$ cat src/rtl/prefetch_pkg.sv
package prefetch_pkg;

  localparam int ADDR_W = 64;
  localparam int INSTR_W = 32;

  // instruction field positions
  localparam int MAJOR_HI = 31;
  localparam int MAJOR_LO = 26;
  localparam int BASE_HI = 25;
  localparam int BASE_LO = 21;
  localparam int HINT_HI = 20;
  localparam int HINT_LO = 16;
  localparam int FUNCT_HI = 5;
  localparam int FUNCT_LO = 0;
  localparam int OFF9_HI = 15;
  localparam int OFF9_LO = 7;
  localparam int ZERO_BIT = 6;

  localparam logic [5:0] MAJOR_PREFETCH = 6'h33;
  localparam logic [5:0] MAJOR_EXT_CLASS = 6'h1F;
  localparam logic [5:0] FUNCT_PREFETCH = 6'h35;

  // hint codes
  localparam logic [4:0] HINT_LRU = 5'h02;
  localparam logic [4:0] HINT_IMPL = 5'h03;
  localparam logic [4:0] HINT_L2_BASE = 5'h08;
  localparam logic [4:0] HINT_L3_BASE = 5'h10;
  localparam logic [4:0] HINT_RSVD_BASE = 5'h18;
  localparam logic [4:0] HINT_PREP_WRITE = 5'h1E;

  localparam logic [2:0] ATTR_UNCACHED = 3'h2;
  localparam logic [2:0] ATTR_COHERENT_MIN = 3'h4;

  // reset values
  localparam logic [ADDR_W-1:0] ADDR_RESET = '0;

  typedef enum logic [1:0] {
    lvl_l1,
    lvl_l2,
    lvl_l3
  } cache_level_t;

  typedef struct packed {
    logic valid;
    logic [ADDR_W-1:0] addr;
    logic for_store;
    logic retained;
    logic streamed;
    logic mark_lru;
    logic impl_op;
    logic prep_write;
    logic coherent;
    logic [2:0] attr;
    cache_level_t level;
  } prefetch_req_t;

  typedef struct packed {
    logic is_prefetch;
    logic newer;
    logic [4:0] hint;
    logic [15:0] offset;
  } decoded_t;

endpackage : prefetch_pkg

$ cat src/rtl/prefetch_hint_decode.sv
// Operation
// - effective address is base register plus sign-extended offset
// - offset is 9 bits in newer release, 16 bits before
// - no visible state change except prepare-for-write hint
// - prefetch never raises address or translation exceptions
// - faulting address moves no data; invisible writebacks may occur
// - side-effect bus or cache errors may be reported or dropped
// - uncached address issues no transaction, leaves line state alone
// - transaction uses the effective address access attribute
// - cached location fetches a block; size and level implementation choice
// - coherent attribute issues a coherent transaction
// - prefetch traffic follows sync barrier ordering
// - hint 0 fetches as load, hint 1 as store
// - hints 6 and 7 retained, not evicted by streamed fetches
// - newer hint 2 marks first-level line least recently used
// - newer hint 3 implementation defined; older 2,3,8-23 reserved
// - newer hints 8-15 act like 0-7 on second level
// - newer hints 16-23 act like 0-7 on third level
// - newer hint 24 raises reserved-instruction exception
// - older hint 24 may be implementation defined
// - newer hints 24 to 31 always raise reserved-instruction exception
// - locked cache lines are never altered by a prefetch
// - misaligned effective address raises no exception
`timescale 1ns/1ps
module prefetch_hint_decode
  import prefetch_pkg::*;
(
  // clock and reset
  input wire logic core_clk,
  input wire logic rst,
  // issue from pipeline
  input wire logic issue_valid,
  input wire logic [INSTR_W-1:0] instr,
  input wire logic [ADDR_W-1:0] base_value,
  input wire logic newer_release,
  // translation result for the effective address
  input wire logic xlat_fault,
  input wire logic [2:0] cache_coherency_attr,
  input wire logic line_locked,
  // ordering and side errors
  input wire logic sync_pending,
  input wire logic side_error,
  input wire logic report_side_errors,
  // cache request and status
  output prefetch_req_t req_reg,
  output logic reserved_instr_exception,
  output logic addr_exception,
  output logic side_error_exception,
  output logic is_prefetch_reg,
  output logic stall_reg
);

  decoded_t fields;
  prefetch_req_t req_next;
  logic [ADDR_W-1:0] eff_addr;
  logic fetch;
  logic for_store;
  logic streamed;
  logic retained;
  logic mark_lru;
  logic impl_op;
  logic prep_write;
  logic reserved;
  cache_level_t level;
  logic accepted;
  logic uncached;
  logic may_issue;
  logic rsvd_next;
  logic err_next;
  logic stall_next;

  instr_field_decode u_decode (
    .instr(instr),
    .newer_release(newer_release),
    .fields(fields)
  );

  hint_classify u_hint (
    .hint(fields.hint),
    .newer(fields.newer),
    .fetch(fetch),
    .for_store(for_store),
    .streamed(streamed),
    .retained(retained),
    .mark_lru(mark_lru),
    .impl_op(impl_op),
    .prep_write(prep_write),
    .reserved(reserved),
    .level(level)
  );

  assign eff_addr = base_value + {{(ADDR_W-16){fields.offset[15]}}, fields.offset};

  assign accepted = issue_valid && fields.is_prefetch && !sync_pending;
  assign uncached = (cache_coherency_attr == ATTR_UNCACHED);
  assign may_issue = accepted && !reserved && !xlat_fault && !uncached && !line_locked
                     && (fetch || mark_lru || impl_op || prep_write);
  assign rsvd_next = issue_valid && fields.is_prefetch && reserved;
  assign err_next = side_error && report_side_errors;
  assign stall_next = issue_valid && fields.is_prefetch && sync_pending;

  always_comb begin
    req_next = '0;
    req_next.valid = may_issue;
    req_next.addr = eff_addr;
    req_next.for_store = for_store;
    req_next.retained = retained;
    req_next.streamed = streamed;
    req_next.mark_lru = mark_lru;
    req_next.impl_op = impl_op;
    req_next.prep_write = prep_write;
    req_next.attr = cache_coherency_attr;
    req_next.coherent = cache_coherency_attr >= ATTR_COHERENT_MIN;
    req_next.level = level;
  end

  always_ff @(posedge core_clk) begin
    if (rst) begin
      req_reg <= '0;
      reserved_instr_exception <= 1'b0;
      addr_exception <= 1'b0;
      side_error_exception <= 1'b0;
      is_prefetch_reg <= 1'b0;
      stall_reg <= 1'b0;
    end else begin
      req_reg <= req_next;
      reserved_instr_exception <= rsvd_next;
      addr_exception <= 1'b0;
      side_error_exception <= err_next;
      is_prefetch_reg <= accepted;
      stall_reg <= stall_next;
    end
  end

  rsvd_trap_a: assert property (@(posedge core_clk) disable iff (rst)
    issue_valid && fields.is_prefetch && newer_release && fields.hint >= HINT_RSVD_BASE
    |=> reserved_instr_exception && !req_reg.valid)
    else $error("reserved hint did not trap");

  no_addr_exc_a: assert property (@(posedge core_clk) disable iff (rst)
    !addr_exception)
    else $error("address exception from prefetch");

  fault_quiet_a: assert property (@(posedge core_clk) disable iff (rst)
    issue_valid && xlat_fault |=> !req_reg.valid)
    else $error("request issued on faulting address");

  uncached_quiet_a: assert property (@(posedge core_clk) disable iff (rst)
    issue_valid && cache_coherency_attr == ATTR_UNCACHED |=> !req_reg.valid)
    else $error("request issued on uncached address");

  locked_quiet_a: assert property (@(posedge core_clk) disable iff (rst)
    issue_valid && line_locked |=> !req_reg.valid)
    else $error("locked line touched");

  addr_calc_a: assert property (@(posedge core_clk) disable iff (rst)
    may_issue |=> req_reg.addr == $past(base_value) + {{(ADDR_W-16){$past(fields.offset[15])}},
    $past(fields.offset)})
    else $error("effective address wrong");

  sync_hold_a: assert property (@(posedge core_clk) disable iff (rst)
    sync_pending |=> !req_reg.valid && !is_prefetch_reg)
    else $error("prefetch passed pending barrier");

  l2_level_a: assert property (@(posedge core_clk) disable iff (rst)
    may_issue && newer_release && fields.hint[4:3] == 2'b01 |=> req_reg.level == lvl_l2)
    else $error("second level hint misrouted");

  l3_level_a: assert property (@(posedge core_clk) disable iff (rst)
    may_issue && newer_release && fields.hint[4:3] == 2'b10 |=> req_reg.level == lvl_l3)
    else $error("third level hint misrouted");

  store_intent_a: assert property (@(posedge core_clk) disable iff (rst)
    may_issue && fields.hint == 5'h01 |=> req_reg.for_store && !req_reg.streamed)
    else $error("store hint lost");

  coherent_a: assert property (@(posedge core_clk) disable iff (rst)
    may_issue |=> req_reg.coherent == ($past(cache_coherency_attr) >= ATTR_COHERENT_MIN))
    else $error("coherent flag mismatch");

  legacy_decode_a: assert property (@(posedge core_clk) disable iff (rst)
    issue_valid && !newer_release && instr[MAJOR_HI:MAJOR_LO] == MAJOR_PREFETCH && !sync_pending
    |=> is_prefetch_reg)
    else $error("legacy prefetch not accepted");

  newer_decode_a: assert property (@(posedge core_clk) disable iff (rst)
    issue_valid && newer_release && instr[MAJOR_HI:MAJOR_LO] == MAJOR_EXT_CLASS && !sync_pending
    && instr[FUNCT_HI:FUNCT_LO] == FUNCT_PREFETCH && !instr[ZERO_BIT] |=> is_prefetch_reg)
    else $error("newer prefetch not accepted");

  zero_bit_a: assert property (@(posedge core_clk) disable iff (rst)
    issue_valid && newer_release && instr[ZERO_BIT]
    |=> !is_prefetch_reg && !req_reg.valid && !reserved_instr_exception)
    else $error("malformed newer form decoded");

  off9_sign_a: assert property (@(posedge core_clk) disable iff (rst)
    may_issue && newer_release |=> req_reg.addr == $past(base_value)
    + {{(ADDR_W-9){$past(instr[OFF9_HI])}}, $past(instr[OFF9_HI:OFF9_LO])})
    else $error("nine bit offset misapplied");

  off16_sign_a: assert property (@(posedge core_clk) disable iff (rst)
    may_issue && !newer_release |=> req_reg.addr == $past(base_value)
    + {{(ADDR_W-16){$past(instr[15])}}, $past(instr[15:0])})
    else $error("sixteen bit offset misapplied");

  prep_only_a: assert property (@(posedge core_clk) disable iff (rst)
    issue_valid && (newer_release || instr[HINT_HI:HINT_LO] != HINT_PREP_WRITE) |=> !req_reg.prep_write)
    else $error("prepare for write from wrong hint");

  err_report_a: assert property (@(posedge core_clk) disable iff (rst)
    side_error && report_side_errors |=> side_error_exception)
    else $error("side error not reported");

  err_drop_a: assert property (@(posedge core_clk) disable iff (rst)
    !report_side_errors |=> !side_error_exception)
    else $error("side error reported while disabled");

  attr_pass_a: assert property (@(posedge core_clk) disable iff (rst)
    may_issue |=> req_reg.attr == $past(cache_coherency_attr))
    else $error("access attribute not carried");

  l1_level_a: assert property (@(posedge core_clk) disable iff (rst)
    may_issue && (!newer_release || fields.hint < HINT_L2_BASE) |=> req_reg.level == lvl_l1)
    else $error("first level hint misrouted");

  streamed_place_a: assert property (@(posedge core_clk) disable iff (rst)
    may_issue && fields.hint[2:1] == 2'b10 |=> req_reg.streamed && !req_reg.retained)
    else $error("streamed hint lost");

  retained_place_a: assert property (@(posedge core_clk) disable iff (rst)
    may_issue && fields.hint[2:1] == 2'b11 |=> req_reg.retained && !req_reg.streamed)
    else $error("retained hint lost");

  lru_mark_a: assert property (@(posedge core_clk) disable iff (rst)
    may_issue && newer_release && fields.hint == HINT_LRU |=> req_reg.mark_lru && req_reg.level == lvl_l1)
    else $error("lru hint lost");

  old_rsvd_quiet_a: assert property (@(posedge core_clk) disable iff (rst)
    issue_valid && fields.is_prefetch && !newer_release && (fields.hint == HINT_LRU
    || fields.hint == HINT_IMPL || (fields.hint >= HINT_L2_BASE && fields.hint < HINT_RSVD_BASE))
    |=> !req_reg.valid && !reserved_instr_exception)
    else $error("older reserved hint acted");

  hint24_trap_a: assert property (@(posedge core_clk) disable iff (rst)
    issue_valid && fields.is_prefetch && newer_release && fields.hint == HINT_RSVD_BASE
    |=> reserved_instr_exception)
    else $error("hint 24 did not trap");

  old_hint24_a: assert property (@(posedge core_clk) disable iff (rst)
    issue_valid && fields.is_prefetch && !newer_release && fields.hint == HINT_RSVD_BASE
    |=> !reserved_instr_exception && req_reg.impl_op)
    else $error("older hint 24 trapped");

  misalign_ok_a: assert property (@(posedge core_clk) disable iff (rst)
    may_issue && eff_addr[1:0] != 2'h0 |=> req_reg.valid && !addr_exception)
    else $error("misaligned prefetch refused");

  stall_flag_a: assert property (@(posedge core_clk) disable iff (rst)
    issue_valid && fields.is_prefetch && sync_pending |=> stall_reg && !req_reg.valid)
    else $error("barrier stall not flagged");

  load_intent_a: assert property (@(posedge core_clk) disable iff (rst)
    may_issue && fields.hint == 5'h00 |=> !req_reg.for_store && !req_reg.streamed && !req_reg.retained)
    else $error("load hint lost");

  cov_load: cover property (@(posedge core_clk) disable iff (rst)
    may_issue && fields.hint == 5'h00);
  cov_retained: cover property (@(posedge core_clk) disable iff (rst)
    req_reg.valid && req_reg.retained);
  cov_rsvd: cover property (@(posedge core_clk) disable iff (rst) reserved_instr_exception);
  cov_stall: cover property (@(posedge core_clk) disable iff (rst) stall_reg);
  cov_level3: cover property (@(posedge core_clk) disable iff (rst) req_reg.valid && req_reg.level == lvl_l3);

endmodule : prefetch_hint_decode

$ cat src/rtl/instr_field_decode.sv
`timescale 1ns/1ps
module instr_field_decode
  import prefetch_pkg::*;
(
  // instruction word and release select
  input wire logic [INSTR_W-1:0] instr,
  input wire logic newer_release,
  // decoded fields
  output decoded_t fields
);

  wire logic legacy_hit;
  wire logic newer_hit;
  wire logic [15:0] off9_ext;

  assign legacy_hit = !newer_release && (instr[MAJOR_HI:MAJOR_LO] == MAJOR_PREFETCH);
  assign newer_hit = newer_release && (instr[MAJOR_HI:MAJOR_LO] == MAJOR_EXT_CLASS)
                     && (instr[FUNCT_HI:FUNCT_LO] == FUNCT_PREFETCH) && !instr[ZERO_BIT];
  assign off9_ext = {{7{instr[OFF9_HI]}}, instr[OFF9_HI:OFF9_LO]};

  assign fields.is_prefetch = legacy_hit || newer_hit;
  assign fields.newer = newer_release;
  assign fields.hint = instr[HINT_HI:HINT_LO];
  assign fields.offset = newer_release ? off9_ext : instr[15:0];

endmodule : instr_field_decode

$ cat src/rtl/hint_classify.sv
`timescale 1ns/1ps
module hint_classify
  import prefetch_pkg::*;
(
  // hint and release
  input wire logic [4:0] hint,
  input wire logic newer,
  // classification
  output logic fetch,
  output logic for_store,
  output logic streamed,
  output logic retained,
  output logic mark_lru,
  output logic impl_op,
  output logic prep_write,
  output logic reserved,
  output cache_level_t level
);

  wire logic [2:0] low3;
  wire logic in_l2;
  wire logic in_l3;
  wire logic low_rsvd;

  assign low3 = hint[2:0];
  assign in_l2 = newer && (hint >= HINT_L2_BASE) && (hint < HINT_L3_BASE);
  assign in_l3 = newer && (hint >= HINT_L3_BASE) && (hint < HINT_RSVD_BASE);
  assign low_rsvd = !newer && (hint == HINT_LRU || hint == HINT_IMPL
                    || (hint >= HINT_L2_BASE && hint < HINT_RSVD_BASE));

  assign fetch = !reserved && !low_rsvd && ((hint < HINT_RSVD_BASE) || prep_write)
                 && (low3 != 3'h2) && (low3 != 3'h3);
  assign for_store = low3[0];
  assign streamed = low3[2] && !low3[1];
  assign retained = low3[2] && low3[1];
  assign mark_lru = newer && (low3 == 3'h2) && (hint < HINT_RSVD_BASE);
  assign impl_op = (newer && low3 == 3'h3 && hint < HINT_RSVD_BASE)
                   || (!newer && hint >= HINT_RSVD_BASE && hint != HINT_PREP_WRITE);
  assign prep_write = !newer && (hint == HINT_PREP_WRITE);
  assign reserved = newer && (hint >= HINT_RSVD_BASE);
  assign level = in_l3 ? lvl_l3 : (in_l2 ? lvl_l2 : lvl_l1);

endmodule : hint_classify

$ cat config.mk
export PLATFORM = sky130hd
export DESIGN_NAME = prefetch_hint_decode
export DESIGN_NICKNAME = d
export VERILOG_FILES = /design/src/rtl/prefetch_pkg.sv /design/src/rtl/prefetch_hint_decode.sv /design/src/rtl/instr_field_decode.sv /design/src/rtl/hint_classify.sv
export SDC_FILE = /design/constraint.sdc
export NUM_CORES = 1
export LEC_CHECK = 0
export ABC_AREA = 1
export BUFFER_PORTS_ARGS = -buffer_cell sky130_fd_sc_hd__buf_2
export CORE_MARGIN = 2
export CORE_UTILIZATION = 35
export DETAILED_ROUTE_END_ITERATION = 6
export PLACE_DENSITY = 0.56
export SETUP_SLACK_MARGIN = 0.2
export SLEW_MARGIN = 20
export SYNTH_ARGS = -nofsm -noshare
export SYNTH_HDL_FRONTEND = slang
export SYNTH_HIERARCHICAL = 1
export SYNTH_SLANG_ARGS = --single-unit
$ cat constraint.sdc
create_clock -name core_clk -period 2 [get_ports core_clk]
set_clock_uncertainty 0.05 [all_clocks]
set_input_delay 0.1 -clock core_clk [delete_from_list [all_inputs] [get_ports core_clk]]
set_output_delay 0.1 -clock core_clk [all_outputs]
set_load 0.05 [all_outputs]
==> results of run 1 <==
-- worst paths after layout --
kind                  startpoint          end  slack, ns
worst max-delay path   instr[15]  req_reg[72]       0.24
worst min-delay path   instr[18]   req_reg[9]      0.003
-- routing by layer --
metal / vias to the layer above / GRT usage / part of all wire
li1: 5439 / - / -
met1: 4607 / 0.348 / 0.47
met2: 270 / 0.422 / 0.45
met3: 50 / 0.0321 / 0.054
met4: 0 / 0.0759 / 0.028
met5: - / 0 / 0
-- metrics by stage --
step,hold slack (ns),total power [mW],TNS (ns),utilization
2_1_floorplan,0.157,3.92,0,-
3_3_place_gp,0.268,5.18,-10.71,0.461
3_5_place_dp,0.278,5.17,-11.46,0.461
4_1_cts,0.00537,7.16,0,0.486
5_1_grt,0.0384,8.03,0,0.536
6_report,0.00286,7.59,0,0.536
-- cells by family (layout without fill, tap and decap cells) --
logic type	Yosys count	after routing	synth area share
AO/OA/AOI/OAI	145	145	0.0916
XOR/XNOR	1	1	0.00105
adder cells (fa/ha/maj)	64	64	0.0966
buffers and inverters	367	740	0.171
flip-flops	81	81	0.194
other	1	1	0.000448
AND/OR/NAND/NOR	902	902	0.445
-- Yosys cell counts (all sizes together) --
cell / number
nand2: 614
inv: 347
nor2: 173
a21oi: 97
dfxtp: 81
nand3: 67
ha: 63
o21ai: 38
buf: 16
nor3: 15
nand4: 13
and2: 7
and3: 6
nor4: 6
o21bai: 6
clkbuf: 4
o21a: 4
conb: 1
fa: 1
or2: 1
xnor2: 1
-- where the power goes --
part | total, mW | internal (mW) | switching, mW | leakage, nW
Sequential | 1.84 | 1.78 | 0.0581 | 0.674
Clock | 1.92 | 1.11 | 0.806 | 0.158
Combinational | 3.84 | 1.40 | 2.44 | 6.50
Total | 7.59 | 4.29 | 3.30 | 7.33
-- worst max-delay path, delay by kind of cell --
kind	cells	cell delay, ns
buf+inv	3	0.45
fa+ha+maj	1	0.41
simple gates	8	1.04
-- timing repair --
action                                 CTS  global route
cloned                                   0             3
buffers inserted                         3             9
setup endpoints to repair               44            53
endpoints found under the hold margin   13             0
hold buffers                            14             0
gates resized for setup                 29           257
pin swaps                                7            42
-- final cells by class --
| class | instances | area [um2] |
|---|---|---|
| sequential | 81 | 1620 |
| timing repair buffer | 377 | 2520 |
| fill | 2406 | 10900 |
| multi-input combinational | 1113 | 6400 |
| inverter | 347 | 1310 |
| clock buffer | 9 | 225 |
| clock inverter | 7 | 101 |
| tap | 319 | 399 |
==> impl_summary.md, run 1 <==
Outcome
The run finished with clean final reports.

Logic synthesis
The largest total area in the synthesized netlist belongs to sky130_fd_sc_hd__nand2_1. The proportion of netlist area held by the largest area contributor is 0.266. By area the synthesized netlist is led by sky130_fd_sc_hd__nand2_1, sky130_fd_sc_hd__dfxtp_1, sky130_fd_sc_hd__inv_1, sky130_fd_sc_hd__ha_1, sky130_fd_sc_hd__nor2_1. The per-instance average area after synthesis is 5.36 um2. The total nets after synthesis is 1,733. The mapped netlist covers 8360 um2. After technology mapping, the gate count stands at 1,561. The post-synthesis cell type count is 31. During synthesis, Yosys emitted a total of 6 warnings. In this run, synthesis produced a sequential element count of 81.

The sequential share of the synthesized area is 0.194.

Layout
The number of flip-flops under the largest register name is 77. The number of cells in the finished layout apart from fillers is 2,253. The count of inserted antenna diode cells is 0. Of the cells placed in the final design, the portion with a size suffix greater than 1 is 0.334. In the final design database the tool counted 2,101 nets.

The finished cells cover 12,600 um2. In the layout the commonest cells are sky130_fd_sc_hd__nand2_1, sky130_fd_sc_hd__inv_1, sky130_fd_sc_hd__buf_2. The most frequent standard cell in the layout excluding fill and tap cells is sky130_fd_sc_hd__nand2_1. The growth of design area from synthesis to finish is 50.4%.

GRT
The maximum number of pins on one net before global-route repair is 60. The global routing usage summed across all routing layers is 0.255. The final global-route overflow total is 0. The via count of the first global-routing pass is 9,635.

The first global-routing pass estimated 49,000 um of wire. The initial antenna violation count is 0.

Setup path
STA classifies the critical path endpoint as a flop. In this design, the stage delay of the slowest critical-path cell is 0.41 ns. The required time of the critical path is 2.25 ns. The cell at the slowest stage of the critical path is sky130_fd_sc_hd__ha_2. Data on the critical path arrives at its endpoint at 2.01 ns. The critical path in this run is classified as in -> reg. Along the worst path, the maximum fanout reaches 8. The signal on the critical path passes through buf_8 > buf_12 > ha_2 > nand2_1 > nor2_1 > buf_4 > nand2_1 > nor4_2 > nand2_2 > nand3_1 > nand2_1 > nor2_1. The worst setup path is launched from an input port. The library cell appearing most often on the critical path is sky130_fd_sc_hd__nand2_1.

Power
The leakage power summed over all cells is 7.33 nW. The cell area power density is 604 nW/um2. Across the VDD grid, the largest voltage drop is 0.357 mV.

CTS
The register clock-pin slew on the reported worst setup and hold paths is 0.07 ns. Counting the buffers created by CTS gives 9. The number of levels the H-tree was split into is 3. The root cell of the clock tree is sky130_fd_sc_hd__clkbuf_16. The number of sinks handled by clock tree synthesis is 81. The maximum count of clock buffers along a single path is 2. TritonCTS built the clock tree.

Placed design
The number of input and output port buffers inserted is 183. After detailed placement, the total cell area comes to 10,800 um2. Counting tap cells, the placed design contains a total of 2,208 instances. Routability-driven placement finished with a final weighted congestion of 0.971.

Detailed placement finished with a half-perimeter wire length of 27,000 um. The worst slack after detailed placement is -0.330 ns.

STA
The routed design could run at a clock period as short as 1.76 ns. The number of setup violations in the final report is 0. The number of slew-limit violations in the final report is 0. Once routing completed, OpenROAD measured the worst setup slack at 0.239 ns.

For this run, the top clock speed supported by timing is 0.568 GHz. The number of hold violations in the final report is 0. The part of the cycle the worst path needs is 0.880. Setup repair after global routing could not meet its margin everywhere.

Floorplan
The starting utilization of the core area is 0.356. The floorplan step defined a core boundary enclosing 23,500 um2. The number of ports placed on the die boundary is 190. The floorplan die height is 159 um. The floorplan step defined a die boundary enclosing 25,100 um2. The placement row count is 56. The die is 159 um wide.

Worst hold path
The count of cells along the worst hold path is 5. The type of the most critical hold path is in -> reg.

Route
Dividing the detail-routed wire length by the instance count gives 14.8 um. The first TritonRoute pass finished after 6 iterations. The aggregate routed wire length is 33,300 um. The first routing iteration left 664 violations.

The via count normalized by instance count is 4.60. The count of nets left with antenna violations once routing finished came out at 0. The routed layout has 10,400 vias. The DRC violation count after routing is 0.

Job
The number of maximum-capacitance violations is 0.
No activity file was read; power rests on OpenSTA's default activity.
==> run 2: changes to the inputs <==
--- a/config.mk
+++ b/config.mk
@@ -5,12 +5,11 @@
 export SDC_FILE = /design/constraint.sdc
 export NUM_CORES = 1
 export LEC_CHECK = 0
-export ABC_AREA = 1
 export BUFFER_PORTS_ARGS = -buffer_cell sky130_fd_sc_hd__buf_2
 export CORE_MARGIN = 2
 export CORE_UTILIZATION = 35
 export DETAILED_ROUTE_END_ITERATION = 6
-export PLACE_DENSITY = 0.56
+export PLACE_DENSITY = 0.58
 export SETUP_SLACK_MARGIN = 0.2
 export SLEW_MARGIN = 20
 export SYNTH_ARGS = -nofsm -noshare
==> impl_summary.md, run 2 <==
Worst hold path
For hold timing, the worst endpoint is req_reg[9]. The type of the most critical hold path is in -> reg. The worst hold path begins at instr[17]. The count of cells along the worst hold path is 3 (-2).

Logic synthesis
The number of synthesized flops with an enable pin is 0 (unchanged). The sequential share of the synthesized area was 0.255 (+0.0608). Sorting the synthesized cells by how often they occur yields sky130_fd_sc_hd__nor2_1, sky130_fd_sc_hd__dfxtp_1, sky130_fd_sc_hd__a21oi_1. The total nets after synthesis is 980 (-43%).

By area the synthesized netlist is led by sky130_fd_sc_hd__dfxtp_1, sky130_fd_sc_hd__ha_1, sky130_fd_sc_hd__nor2_1, sky130_fd_sc_hd__a21oi_1, sky130_fd_sc_hd__xnor2_1. The post-synthesis cell type count is 77 (+150%). The per-instance average area after synthesis is 7.88 um2 (+47%). The mapped cell area is 6370 um2 (-24%). The number of cells produced by synthesis was 808 (-48%).

The share of flip-flops with an asynchronous set or reset came to 0 (unchanged). The biggest area contributor in the post-synthesis netlist is sky130_fd_sc_hd__dfxtp_1. The most frequent cell after synthesis is sky130_fd_sc_hd__nor2_1. For this run, the leading register cell type out of synthesis is sky130_fd_sc_hd__dfxtp_1. The total number of yosys warnings is 6 (unchanged). The post-synthesis register bit count came to 81 (unchanged). The proportion of netlist area held by the largest area contributor is 0.255 (-0.0110).

Layout
The layout cell share with drive strength beyond 1 is 0.493 (+0.159). The final-stage net count was 1,438 (-32%). The count of inserted antenna diode cells is 0 (unchanged). In the layout the commonest cells are sky130_fd_sc_hd__buf_4, sky130_fd_sc_hd__buf_2, sky130_fd_sc_hd__nor2_1. The most frequent standard cell in the layout excluding fill and tap cells is sky130_fd_sc_hd__buf_4.

The utilization of the core after routing came to 0.618 (+0.0819). Compared with the post-synthesis result, the final layout area differs by 73.7%. The number of flip-flops under the largest register name is 77 (unchanged).

GRT
The global routing usage on met1 is 0.273 (-0.0749). The global routing met2 resource utilization came to 0.384 (-0.0373). The fraction of met3 tracks used by global routing is 0.0435 (+0.0114). The global-route wire length before repair is 34,900 um (-29%). The global routing usage summed across all routing layers is 0.220 (-0.0354). The maximum number of pins on one net before global-route repair was 33 (-45%). In this run the most used layer during global routing was met2. The final global-route overflow total came to 0 (unchanged). The initial antenna violation count is 0 (unchanged). The via count of the first global-routing pass was 7,358 (-24%).

STA
The setup slack of the critical path after layout came to -0.638 ns (-0.877 ns). The part of the cycle the worst path needs was 1.32 (+0.439). The upper clock frequency limit is 0.379 GHz (-33%). The final period demand of the worst path was 2.64 ns (+0.877 ns). The number of slew-limit violations in the final report is 0 (unchanged). The number of setup violations in the final report came to 49 (+49). The number of hold violations in the final report is 0 (unchanged). Setup repair after global routing could not meet its margin everywhere. The slew at the pin closest to its max-slew limit is 0.660 ns. The worst pin sits at a relative slew slack of 0.555.

Floorplan
The number of ports placed on the die boundary is 190 (unchanged). The x dimension of the die is 139 um (-12%). The full die area is 19,300 um2 (-23%). The area of the core region is 17,900 um2 (-24%).

The placement row count is 49 (-13%). The floorplan die height is 139 um (-12%). The starting utilization of the core area is 0.356 (-0.000615).

Outcome
The run finished, with violations left. The checks that failed: negative setup slack.

Setup path
The startpoint type of the worst setup path is an input port. The required time of the critical path was 2.20 ns (-0.05 ns). By startpoint and endpoint, the worst setup path is classified as in -> reg.

STA classifies the critical path endpoint as a flop. The data arrival at the endpoint of the critical path is 2.83 ns (+0.82 ns). The top fanout value on the critical path is 5 (-3).

CTS
TritonCTS built the clock tree. The total clock buffers created by CTS is 9 (unchanged). The maximum count of clock buffers along a single path is 2 (unchanged).

The register clock-pin slew on the reported worst setup and hold paths was 0.07 ns (about the same). The number of levels the H-tree was split into is 3 (unchanged). The number of sinks handled by clock tree synthesis is 81 (unchanged). The root buffer cell chosen for the clock tree is sky130_fd_sc_hd__clkbuf_16.

Power
The post-route total power was 7.46 mW (-1.8%). The cell area power density is 674 nW/um2 (+12%). The leakage power summed over all cells is 5.39 nW (-27%). The maximum resistive drop on vdd is 0.453 mV (+27%).

Route
The average wire length per cell after detail routing is 14.7 um (-0.59%). The routed via count is 7,461 (-28%). The DRC violation count after routing was 0 (unchanged). The final antenna-violating net count is 0 (unchanged). The number of DRC violations after detailed-routing iteration 0 came to 293 (-56%). The number of iterations in the first detailed-routing pass is 5 (-1). The via count normalized by instance count came to 4.98 (+8.2%). The aggregate routed wire length is 22,100 um (-34%).

Placed design
The last weighted congestion value of the routability-driven placer is 0.904 (-6.9%). The total half-perimeter wirelength after legalization and detailed placement came to 17,100 um (-37%). The number of input and output port buffers inserted came to 183 (unchanged).

Job
The number of maximum-capacitance violations is 0 (unchanged).
## run 2: cell count changes after synthesis, moves of 22 or more
cell,previous run,this run
sky130_fd_sc_hd__xor2_1,0,22
sky130_fd_sc_hd__nor2b_1,0,23
sky130_fd_sc_hd__nor2_1,158,106
sky130_fd_sc_hd__a21o_1,0,28
sky130_fd_sc_hd__xnor2_1,1,28
sky130_fd_sc_hd__nand2_1,592,63
sky130_fd_sc_hd__nand3_1,58,10
sky130_fd_sc_hd__inv_1,345,29
## run 2: final cells by class
cell class	count	area (um2)
timing repair buffer	484	3370
tap	229	287
clock buffer	10	239
sequential	81	1620
multi-input combinational	661	5380
clock inverter	5	56.3
fill	1582	6840
inverter	29	109
## run 2: worst max path at each step
stage | from | to | slack (ns) | cells past startpoint
finish | newer_release | req_reg[73] | -0.64 | 13
global route | newer_release | req_reg[73] | -0.74 | 13
CTS | newer_release | req_reg[68] | -0.56 | 13
detailed placement | newer_release | req_reg[60] | -1.23 | 15
global placement | newer_release | req_reg[73] | -1.15 | 13
floorplan | newer_release | req_reg[73] | -0.98 | 13
## run 2: kinds of logic after synthesis
group | count (synthesis) | share of synthesized area
compound gates | 246 | 0.262
xor+xnor | 50 | 0.0688
fa+ha+maj | 64 | 0.127
buf+inv | 66 | 0.0462
flops | 81 | 0.255
mux | 15 | 0.0267
other cells | 1 | 0.000589
simple gates | 285 | 0.215
## run 2: per-layer routing
layer	vias to the layer above	share of wire	wire length (um)
li1	3824	-	-
met1	3422	0.45	9940
met2	183	0.48	10700
met3	32	0.044	966
met4	0	0.020	452
met5	-	0	0
## run 2: timing repair
action                     in CTS  in global routing
setup endpoints to repair      58                 57
pin swaps                      50                 61
hold endpoints to repair        9                  0
setup buffers                  19                 20
gates cloned                    1                  0
resized for setup             112                 68
hold buffers                   10                  0
## run 2: stage by stage
| stage | setup TNS [ns] | cells | area (um2) | setup WS, ns | hold slack [ns] |
|---|---|---|---|---|---|
| finish | -19.84 | 1499 | 11100 | -0.638 | 0.0336 |
| global route | -25.01 | 1499 | 11100 | -0.736 | 0.0396 |
| CTS | -14.84 | 1479 | 10600 | -0.564 | 0.0225 |
| detailed placement | -49.68 | 1434 | 9380 | -1.23 | 0.244 |
| global placement | -47.66 | 1434 | 9380 | -1.15 | 0.241 |
| floorplan | -24.31 | 808 | 6510 | -0.978 | 0.137 |
## run 2: report_power, final
| part | internal (mW) | switching (mW) |
|---|---|---|
| clock network | 0.992 | 0.710 |
| logic | 1.71 | 2.18 |
| registers | 1.81 | 0.0552 |
## run 2: critical path, cell delays in order
cell,delay [ns]
sky130_fd_sc_hd__buf_12,0.11
sky130_fd_sc_hd__buf_6,0.10
sky130_fd_sc_hd__mux2_4,0.30
sky130_fd_sc_hd__ha_4,0.31
sky130_fd_sc_hd__nand2_4,0.06
sky130_fd_sc_hd__nor3b_4,0.26
sky130_fd_sc_hd__o21ai_4,0.09
sky130_fd_sc_hd__a21o_1,0.23
sky130_fd_sc_hd__a21oi_4,0.18
sky130_fd_sc_hd__a32oi_4,0.17
sky130_fd_sc_hd__o41ai_4,0.41
sky130_fd_sc_hd__a41oi_2,0.18
sky130_fd_sc_hd__mux2_4,0.32
